<file path="src/design/acs_map.vh">
// register map, field positions and timing constants for the conversion sequencer
`ifndef ACS_MAP_VH
`define ACS_MAP_VH
// register addresses (word index on the plain port)
`define ACS_ADDR_MODE 3'h0
`define ACS_ADDR_RESULT 3'h1
`define ACS_ADDR_PINSEL 3'h2
`define ACS_ADDR_STATUS 3'h3
`define ACS_ADDR_MASK 3'h4
`define ACS_ADDR_TRIGCFG 3'h5
// reset values
`define ACS_MODE_RST 8'h01
`define ACS_ZERO8 8'h00
// mode register fields
`define ACS_RUN_BIT 7
`define ACS_HWTRG_BIT 6
`define ACS_TSEL_HI_BIT 5
`define ACS_TSEL_LO_BIT 4
`define ACS_CH_HI 3
`define ACS_CH_LO 1
`define ACS_SPEED_BIT 0
// status / mask fields
`define ACS_ST_DONE 0
`define ACS_ST_BADTIME 1
// trigger config: bit 0 = 1 rising edge, 0 falling edge
`define ACS_TRG_EDGE_BIT 0
// conversion time codes {time_hi,time_lo,speed} and their clock counts
`define ACS_TC_160 3'h1
`define ACS_TC_80 3'h3
`define ACS_TC_100 3'h4
`define ACS_TC_200 3'h5
`define ACS_CYC_80 8'h50
`define ACS_CYC_100 8'h64
`define ACS_CYC_160 8'ha0
`define ACS_CYC_200 8'hc8
// successive approximation: first bit index and first tap at half reference
`define ACS_MSB 3'h7
`define ACS_TAP_HALF 8'h80
`define ACS_ONE8 8'h01
`endif

</file>
<file path="src/design/acs_sar_core.v">
// successive-approximation engine: one bit decision per step, msb first
`timescale 1ns/1ps
`include "acs_map.vh"
module acs_sar_core (
  // clock and reset
  input wire clk_sys,
  input wire rst_n,
  // control
  input wire start,
  input wire abort,
  input wire step,
  // comparator answer for the current tap
  input wire cmp_ge,
  // results
  output reg [7:0] tap_q,
  output reg busy_q,
  output reg done_q,
  output reg [7:0] code_q
);
  reg [2:0] bit_q;
  wire [7:0] bit_mask;
  wire [7:0] kept;

  assign bit_mask = `ACS_ONE8 << bit_q;
  // keep the trial bit when input is at or above the tap
  assign kept = cmp_ge ? tap_q : (tap_q & ~bit_mask);

  // bit walk; an abort wins over a pending step so a rewrite never leaks a code
  always @(posedge clk_sys or negedge rst_n) begin
    if (!rst_n) begin
      bit_q <= 3'h0;
      tap_q <= 8'h00;
      busy_q <= 1'b0;
      done_q <= 1'b0;
      code_q <= 8'h00;
    end else begin
      done_q <= 1'b0;
      if (abort) begin
        busy_q <= 1'b0;
        tap_q <= 8'h00;
      end else if (start) begin
        busy_q <= 1'b1;
        bit_q <= `ACS_MSB;
        tap_q <= `ACS_TAP_HALF; // first tap at half reference
      end else if (busy_q && step) begin
        if (bit_q == 3'h0) begin
          code_q <= kept;
          done_q <= 1'b1;
          busy_q <= 1'b0;
          tap_q <= 8'h00;
        end else begin
          bit_q <= bit_q - 3'h1;
          tap_q <= kept | (bit_mask >> 1);
        end
      end
    end
  end
endmodule // acs_sar_core

</file>
<file path="src/design/acs_sequencer.v">
// conversion sequencer: mode register, start control, result and interrupt logic
//
// Implementation choices: the placing of the registers and the strobed register port.
`timescale 1ns/1ps
`include "acs_map.vh"
// Notes on behaviour
// code is input over reference times 256, rounded to nearest integer.
// conversions start from the external trigger or from a mode write.
// finished code loads the result register and raises the done flag together.
// hardware mode with run set waits, then converts the selected channel on trigger.
// hardware mode does one conversion per trigger, then waits for a new one.
// hardware mode run-set write mid conversion aborts and returns to waiting.
// a write with run cleared halts any conversion at once.
// software mode with run set starts converting the selected channel immediately.
// software mode restarts after each completion until the next mode write.
// software mode run-set write mid conversion aborts and restarts with new settings.
// all logic runs on the system clock and stops when it stops.
// mode writes never touch the done flag; software clears it.
// a completion landing just before a rewrite still updates result and flag.
// software clears the done flag before resuming stopped conversions.
// software avoids reading the shared port during conversion.
// mode register resets to 01h with run, trigger, time, channel, speed fields.
// time and speed bits pick 80, 100, 160 or 200 clocks; others prohibited. The 100 setting gives 8 steps of 12, so 96 clocks.
// bits resolved msb to lsb, kept when input at or above tap.
// trigger taken on its configured edge as a single-cycle pulse.
module acs_sequencer (
  // clock and reset
  input wire clk_sys,
  input wire nrst,
  // register port
  input wire [2:0] reg_addr,
  input wire [7:0] reg_wdata,
  input wire reg_wr,
  input wire reg_rd,
  output reg [7:0] reg_rdata,
  // external trigger, taken as synchronous
  input wire external_trigger_input,
  // analog front end
  input wire cmp_ge,
  output reg [7:0] tap_code,
  output reg [2:0] mux_channel,
  output reg [7:0] analog_pin_select,
  output reg sample_hold,
  // interrupt and status
  output reg conversion_done_irq,
  output reg conv_busy
);
  localparam ST_IDLE = 2'h0;
  localparam ST_WAIT = 2'h1;
  localparam ST_CONV = 2'h2;

  reg rst_meta_q;
  reg rst_n;
  reg [7:0] converter_mode_reg;
  reg [7:0] conversion_result_reg;
  reg [7:0] analog_pin_select_reg;
  reg [7:0] mask_q;
  reg [7:0] trig_cfg_q;
  reg [1:0] status_q;
  reg [1:0] state_q;
  reg [1:0] state_d;
  reg trig_prev_q;
  reg [7:0] cyc_cnt_q;
  reg [7:0] step_len;
  reg time_ok;
  reg sar_start;
  reg sar_abort;
  wire mode_wr;
  wire trig_pulse;
  wire step;
  wire sar_busy;
  wire sar_done;
  wire [7:0] sar_code;
  wire [7:0] sar_tap;
  wire [2:0] time_code;
  wire run_bit;
  wire hw_bit;
  wire [7:0] mode_next;

  // reset released through two flops; assertion stays asynchronous
  always @(posedge clk_sys or negedge nrst) begin
    if (!nrst) begin
      rst_meta_q <= 1'b0;
      rst_n <= 1'b0;
    end else begin
      rst_meta_q <= 1'b1;
      rst_n <= rst_meta_q;
    end
  end

  assign mode_wr = reg_wr && (reg_addr == `ACS_ADDR_MODE);
  assign mode_next = mode_wr ? reg_wdata : converter_mode_reg;
  assign run_bit = mode_next[`ACS_RUN_BIT];
  assign hw_bit = mode_next[`ACS_HWTRG_BIT];
  assign time_code = {mode_next[`ACS_TSEL_HI_BIT], mode_next[`ACS_TSEL_LO_BIT], mode_next[`ACS_SPEED_BIT]};

  // conversion time per setting; prohibited codes stall, and flag an error when written with run set
  always @* begin
    time_ok = 1'b1;
    case (time_code)
      `ACS_TC_80: step_len = `ACS_CYC_80;
      `ACS_TC_100: step_len = `ACS_CYC_100;
      `ACS_TC_160: step_len = `ACS_CYC_160;
      `ACS_TC_200: step_len = `ACS_CYC_200;
      default: begin
        step_len = `ACS_CYC_200;
        time_ok = 1'b0;
      end
    endcase
  end

  // edge detect on the trigger pin, polarity chosen by software
  assign trig_pulse = trig_cfg_q[`ACS_TRG_EDGE_BIT] ? (external_trigger_input & ~trig_prev_q) :
                      (~external_trigger_input & trig_prev_q);

  // total time split over 8 bit decisions, 1/8 of the count each rounded down (96 clocks for the 100 setting)
  assign step = (cyc_cnt_q == {3'h0, step_len[7:3]} - 8'h01);

  // start, wait and abort decisions
  always @* begin
    state_d = state_q;
    sar_start = 1'b0;
    sar_abort = 1'b0;
    if (mode_wr) begin
      sar_abort = 1'b1;
      if (!run_bit || !time_ok) begin
        state_d = ST_IDLE;
      end else if (hw_bit) begin
        state_d = ST_WAIT;
      end else begin
        state_d = ST_CONV;
        sar_start = 1'b1;
      end
    end else begin
      case (state_q)
        ST_IDLE: state_d = ST_IDLE;
        ST_WAIT: begin
          if (trig_pulse) begin
            state_d = ST_CONV;
            sar_start = 1'b1;
          end
        end
        ST_CONV: begin
          if (sar_done) begin
            if (hw_bit) begin
              state_d = ST_WAIT;
            end else begin
              sar_start = 1'b1;
            end
          end
        end
        default: state_d = ST_IDLE;
      endcase
    end
  end

  // sequencer state and step timer, all on the system clock
  always @(posedge clk_sys or negedge rst_n) begin
    if (!rst_n) begin
      state_q <= ST_IDLE;
      cyc_cnt_q <= `ACS_ZERO8;
      trig_prev_q <= 1'b0;
    end else begin
      state_q <= state_d;
      trig_prev_q <= external_trigger_input;
      if (sar_start || sar_abort || step) begin
        cyc_cnt_q <= `ACS_ZERO8;
      end else begin
        cyc_cnt_q <= cyc_cnt_q + 8'h01;
      end
    end
  end

  acs_sar_core u_sar (
    .clk_sys(clk_sys),
    .rst_n(rst_n),
    .start(sar_start),
    .abort(sar_abort && !sar_start),
    .step(step),
    .cmp_ge(cmp_ge),
    .tap_q(sar_tap),
    .busy_q(sar_busy),
    .done_q(sar_done),
    .code_q(sar_code)
  );

  // registers, result latch and sticky status; hardware set beats software clear
  always @(posedge clk_sys or negedge rst_n) begin
    if (!rst_n) begin
      converter_mode_reg <= `ACS_MODE_RST;
      conversion_result_reg <= `ACS_ZERO8;
      analog_pin_select_reg <= `ACS_ZERO8;
      mask_q <= `ACS_ZERO8;
      trig_cfg_q <= `ACS_ONE8;
      status_q <= 2'h0;
    end else begin
      if (mode_wr) begin
        converter_mode_reg <= reg_wdata;
      end
      if (reg_wr && reg_addr == `ACS_ADDR_PINSEL) begin
        analog_pin_select_reg <= reg_wdata;
      end
      if (reg_wr && reg_addr == `ACS_ADDR_MASK) begin
        mask_q <= reg_wdata;
      end
      if (reg_wr && reg_addr == `ACS_ADDR_TRIGCFG) begin
        trig_cfg_q <= reg_wdata;
      end
      // a completion in the rewrite cycle is still kept; mode writes never clear
      if (sar_done) begin
        conversion_result_reg <= sar_code;
      end
      status_q[`ACS_ST_DONE] <= sar_done | (status_q[`ACS_ST_DONE] &
        ~(reg_wr && reg_addr == `ACS_ADDR_STATUS && reg_wdata[`ACS_ST_DONE]));
      status_q[`ACS_ST_BADTIME] <= (mode_wr && run_bit && !time_ok) | (status_q[`ACS_ST_BADTIME] &
        ~(reg_wr && reg_addr == `ACS_ADDR_STATUS && reg_wdata[`ACS_ST_BADTIME]));
    end
  end

  // read port and registered outputs
  always @(posedge clk_sys or negedge rst_n) begin
    if (!rst_n) begin
      reg_rdata <= `ACS_ZERO8;
      tap_code <= `ACS_ZERO8;
      mux_channel <= 3'h0;
      analog_pin_select <= `ACS_ZERO8;
      sample_hold <= 1'b0;
      conversion_done_irq <= 1'b0;
      conv_busy <= 1'b0;
    end else begin
      if (reg_rd) begin
        case (reg_addr)
          `ACS_ADDR_MODE: reg_rdata <= converter_mode_reg;
          `ACS_ADDR_RESULT: reg_rdata <= conversion_result_reg;
          `ACS_ADDR_PINSEL: reg_rdata <= analog_pin_select_reg;
          `ACS_ADDR_STATUS: reg_rdata <= {6'h00, status_q};
          `ACS_ADDR_MASK: reg_rdata <= mask_q;
          `ACS_ADDR_TRIGCFG: reg_rdata <= trig_cfg_q;
          default: reg_rdata <= `ACS_ZERO8;
        endcase
      end else begin
        reg_rdata <= `ACS_ZERO8;
      end
      tap_code <= sar_tap;
      mux_channel <= converter_mode_reg[`ACS_CH_HI:`ACS_CH_LO];
      analog_pin_select <= analog_pin_select_reg;
      sample_hold <= sar_busy;
      conversion_done_irq <= |(status_q & mask_q[1:0]);
      conv_busy <= sar_busy;
    end
  end
endmodule // acs_sequencer

</file>
<file path="config.mk">
export PLATFORM = sky130hd
export DESIGN_NAME = acs_sequencer
export DESIGN_NICKNAME = d
export VERILOG_FILES = /design/src/design/acs_sar_core.v /design/src/design/acs_sequencer.v
export VERILOG_INCLUDE_DIRS = /design/src /design/src/design
export SDC_FILE = /design/constraint.sdc
export NUM_CORES = 1
export LEC_CHECK = 0
export ABC_CLOCK_PERIOD_IN_PS = 7760
export BUFFER_PORTS_ARGS = -buffer_cell sky130_fd_sc_hd__buf_2
export CORE_ASPECT_RATIO = 1.75
export CORE_MARGIN = 2
export CORE_UTILIZATION = 30
export CTS_CLUSTER_SIZE = 16
export DETAILED_ROUTE_END_ITERATION = 10
export GPL_TIMING_DRIVEN = 0
export PLACE_DENSITY = 0.52
export SLEW_MARGIN = 30
export SYNTH_ARGS = -nofsm -noshare
export SYNTH_HDL_FRONTEND = slang
export SYNTH_SLANG_ARGS = --single-unit
</file>
<file path="constraint.sdc">
create_clock -name clk_sys -period 7.76 [get_ports clk_sys]
set_input_delay 0.388 -clock clk_sys [delete_from_list [all_inputs] [get_ports clk_sys]]
set_output_delay 0.388 -clock clk_sys [all_outputs]
set_load 0.05 [all_outputs]
</file>
==> run metrics <==
outcome=complete, no violations; final WL=around 13 mm; final non-filler cell total=718; Synth Flop Type=dfrtp_1; Core Area=16400 sq um; CP max stage delay=around 0.53 ns; Tcrit/Tclk final=0.347; Root Buffer=clkbuf_16; RSZ-0062 raised after global routing=false; Final GP Congestion=~0.83; Leakage=roughly 2.7 nW; worst path buffer plus inverter count=4; Hold Path Class=in -> reg; critical path's top delay family=buffers and inverters; Worst Tran Pin Value=just over 0.8 ns; post-layout min period=between 2 and 3 ns; Via density=5.04; Yosys cell types=65; fmax=approximately 370 MHz; asr flop ratio synth=1.00; CTS tree=built; Antenna Nets Post-Route=0; die width=between 100 and 150 microns; Final Hold Viols=0; final core utilization=0.356; Post-synth EDFFs=0; final net count=just over 500; slowest cell on the critical path=or4b_4; WL per Instance=~18 microns; Fillers=1616; Clock Sinks=105; DP Area=between 5000 and 6000 sq um; Initial Util=0.305; count of final setup violators=0; max reg flops=16; port buffer count=between 40 and 50; crit path kind=in -> reg; synthesized area=4990 sq um; Critical Path AT=between 2 and 3 ns; Overall Global Routing Usage=0.154; Remaining Overflow, GRT=0; post-DP HPWL=around 9.7 mm; dpl cells=702; CTS clk-pin slew, worst paths=~0.070 ns; Die H=around 170 microns; Inserted Clock Buffers=9; critical path peak fanout=10; vias=3619; hold_ws=0.189 ns; worst skew pair latency=about 0.35 ns; setup TNS=0 ns; layout cells sized above 1=0.251; Max Cap Viol=0; CTS H-tree lvls=3; drt pass-1 iters=4; # diodes=0; vias in the first global route=around 3800; commonest cells after routing, fill and taps aside=dfrtp_1, buf_2, nand2_1, mux2_2, a21oi_1; I/O Pins=between 40 and 50; DRC viols=0; Critical Path Source Type=input pin; design area=around 5800 sq um; Critical Path, Cell by Cell=buf_2, or4b_4, buf_6, buf_4, mux2i_1, xnor2_1, and4_1, clkbuf_1, a311oi_1, a211oi_1; commonest non-fill, non-tap cell in the layout=dfrtp_1; Post-Syn Area per Cell=between 10 and 15 sq um; Synth Register Bits=about 110; Critical Path RT=around 8.0 ns; sequential area share after synthesis=0.527; Layout area overhead=16.8%; CTS max path bufs=2; initial antenna violation count=0; Cells after Synth=roughly 430; clk_skew=0.00757 ns; VDD IR max=about 0.14 mV; first-pass GRT wire length=20.9 mm; slew margin rel.=0.451; post-CTS setup buffer count=0; endpoint type of the worst setup path=flop; std cell rows=between 60 and 70; Slew Limit Fails=0; Synthesis Warnings=0; die area=roughly 18000 sq um; Power per Cell Area=roughly 280 nW/um^2; 1st-iter DRT viols=180; maximum number of pins on one net before global-route repair=44; Synthesized Nets=about 460
## cells by family after synthesis
| kind of cell | count (synthesis) | synth area share |
|---|---|---|
| and+or+nand+nor | 128 | 0.139 |
| DFF | 105 | 0.527 |
| AOI/OAI and AO/OA | 88 | 0.125 |
| muxes | 57 | 0.138 |
| buffers and inverters | 36 | 0.0331 |
| adders and majority gates | 10 | 0.0251 |
| xor gates and xnor gates | 7 | 0.0123 |
| other | 1 | 0.000752 |
## metrics by stage
stage | power [mW] | setup WS, ns
after floorplan | 1.07 | 4.62
after global placement | 1.19 | 3.46
after detailed placement | 1.21 | 4.72
after CTS | 1.65 | 5.07
after global routing | 1.73 | 4.89
final | 1.63 | 5.06
## report_power, final
group / switching, mW / internal [mW] / leakage, nW / total (mW)
combinational: 0.308 / 0.170 / 1.25 / 0.478
sequential: 0.0779 / 0.642 / 1.33 / 0.719
clock: 0.208 / 0.230 / 0.135 / 0.437
## worst reg2reg max path: cells and delay by family (launching register included)
family,cells,cell delay (ns)
AOI/OAI and AO/OA,3,0.67
DFF,1,0.59
buffers and inverters,1,0.37
and+or+nand+nor,3,0.87
## path summary, 6_finish.rpt
kind / endpoint / slack, ns / cells past startpoint / start
max in group asynchronous: trig_cfg_q[0] / 6.89 / 1 / rst_n
worst max register to register: u_sar.bit_q[0] / 5.16 / 7 / converter_mode_reg[0]
worst min register to register: tap_code[1] / 0.27 / 0 / rst_n
worst max-delay path: u_sar.bit_q[0] / 5.06 / 10 / reg_addr[1]
min in group asynchronous: tap_code[1] / 0.27 / 0 / rst_n
worst min-delay path: trig_prev_q / 0.19 / 1 / external_trigger_input
## cell type report
type                            instances  area (sq um)  share of cell area
Tap cell                              224           280              0.0481
Sequential cell                       105          2630               0.452
Inverter                               15          56.3             0.00966
Multi-Input combinational cell        291          2200               0.377
Timing Repair Buffer                   47           270              0.0464
Buffer                                 21           109              0.0187
Clock inverter                          4          36.3             0.00623
Clock buffer                           11           243              0.0417
## repair_timing
item / 4_1_cts / 5_1_grt
hold buffers: 1 / 0
hold endpoints to repair: 2 / 0
gates resized for setup: 0 / 0
## Yosys cell counts (4+ instances only)
library cell,count,share of area
a21boi_0,7,0.011
a21oi_1,27,0.027
and2_1,4,0.0050
clkbuf_1,14,0.011
dfrtp_1,103,0.52
ha_1,10,0.025
inv_1,15,0.011
mux2_2,33,0.074
mux2_4,8,0.024
mux2i_1,13,0.026
nand2_1,33,0.025
nand2b_1,4,0.0050
nand3_1,15,0.015
nor2_1,24,0.018
nor2b_1,6,0.0075
nor3_1,7,0.0070
nor3b_1,6,0.0090
nor4_1,11,0.014
o211ai_1,5,0.0075
o21ai_0,12,0.012
xor2_1,4,0.0070
## layer usage
layer,wire (microns),global-route usage,part of all wire,up-vias
li1,-,-,-,1671
met1,4470,0.159,0.35,1799
met2,7430,0.289,0.58,114
met3,421,0.0264,0.033,35
met4,491,0.0749,0.038,0
met5,0,0,0,-
(Power assumes the default switching activity.)
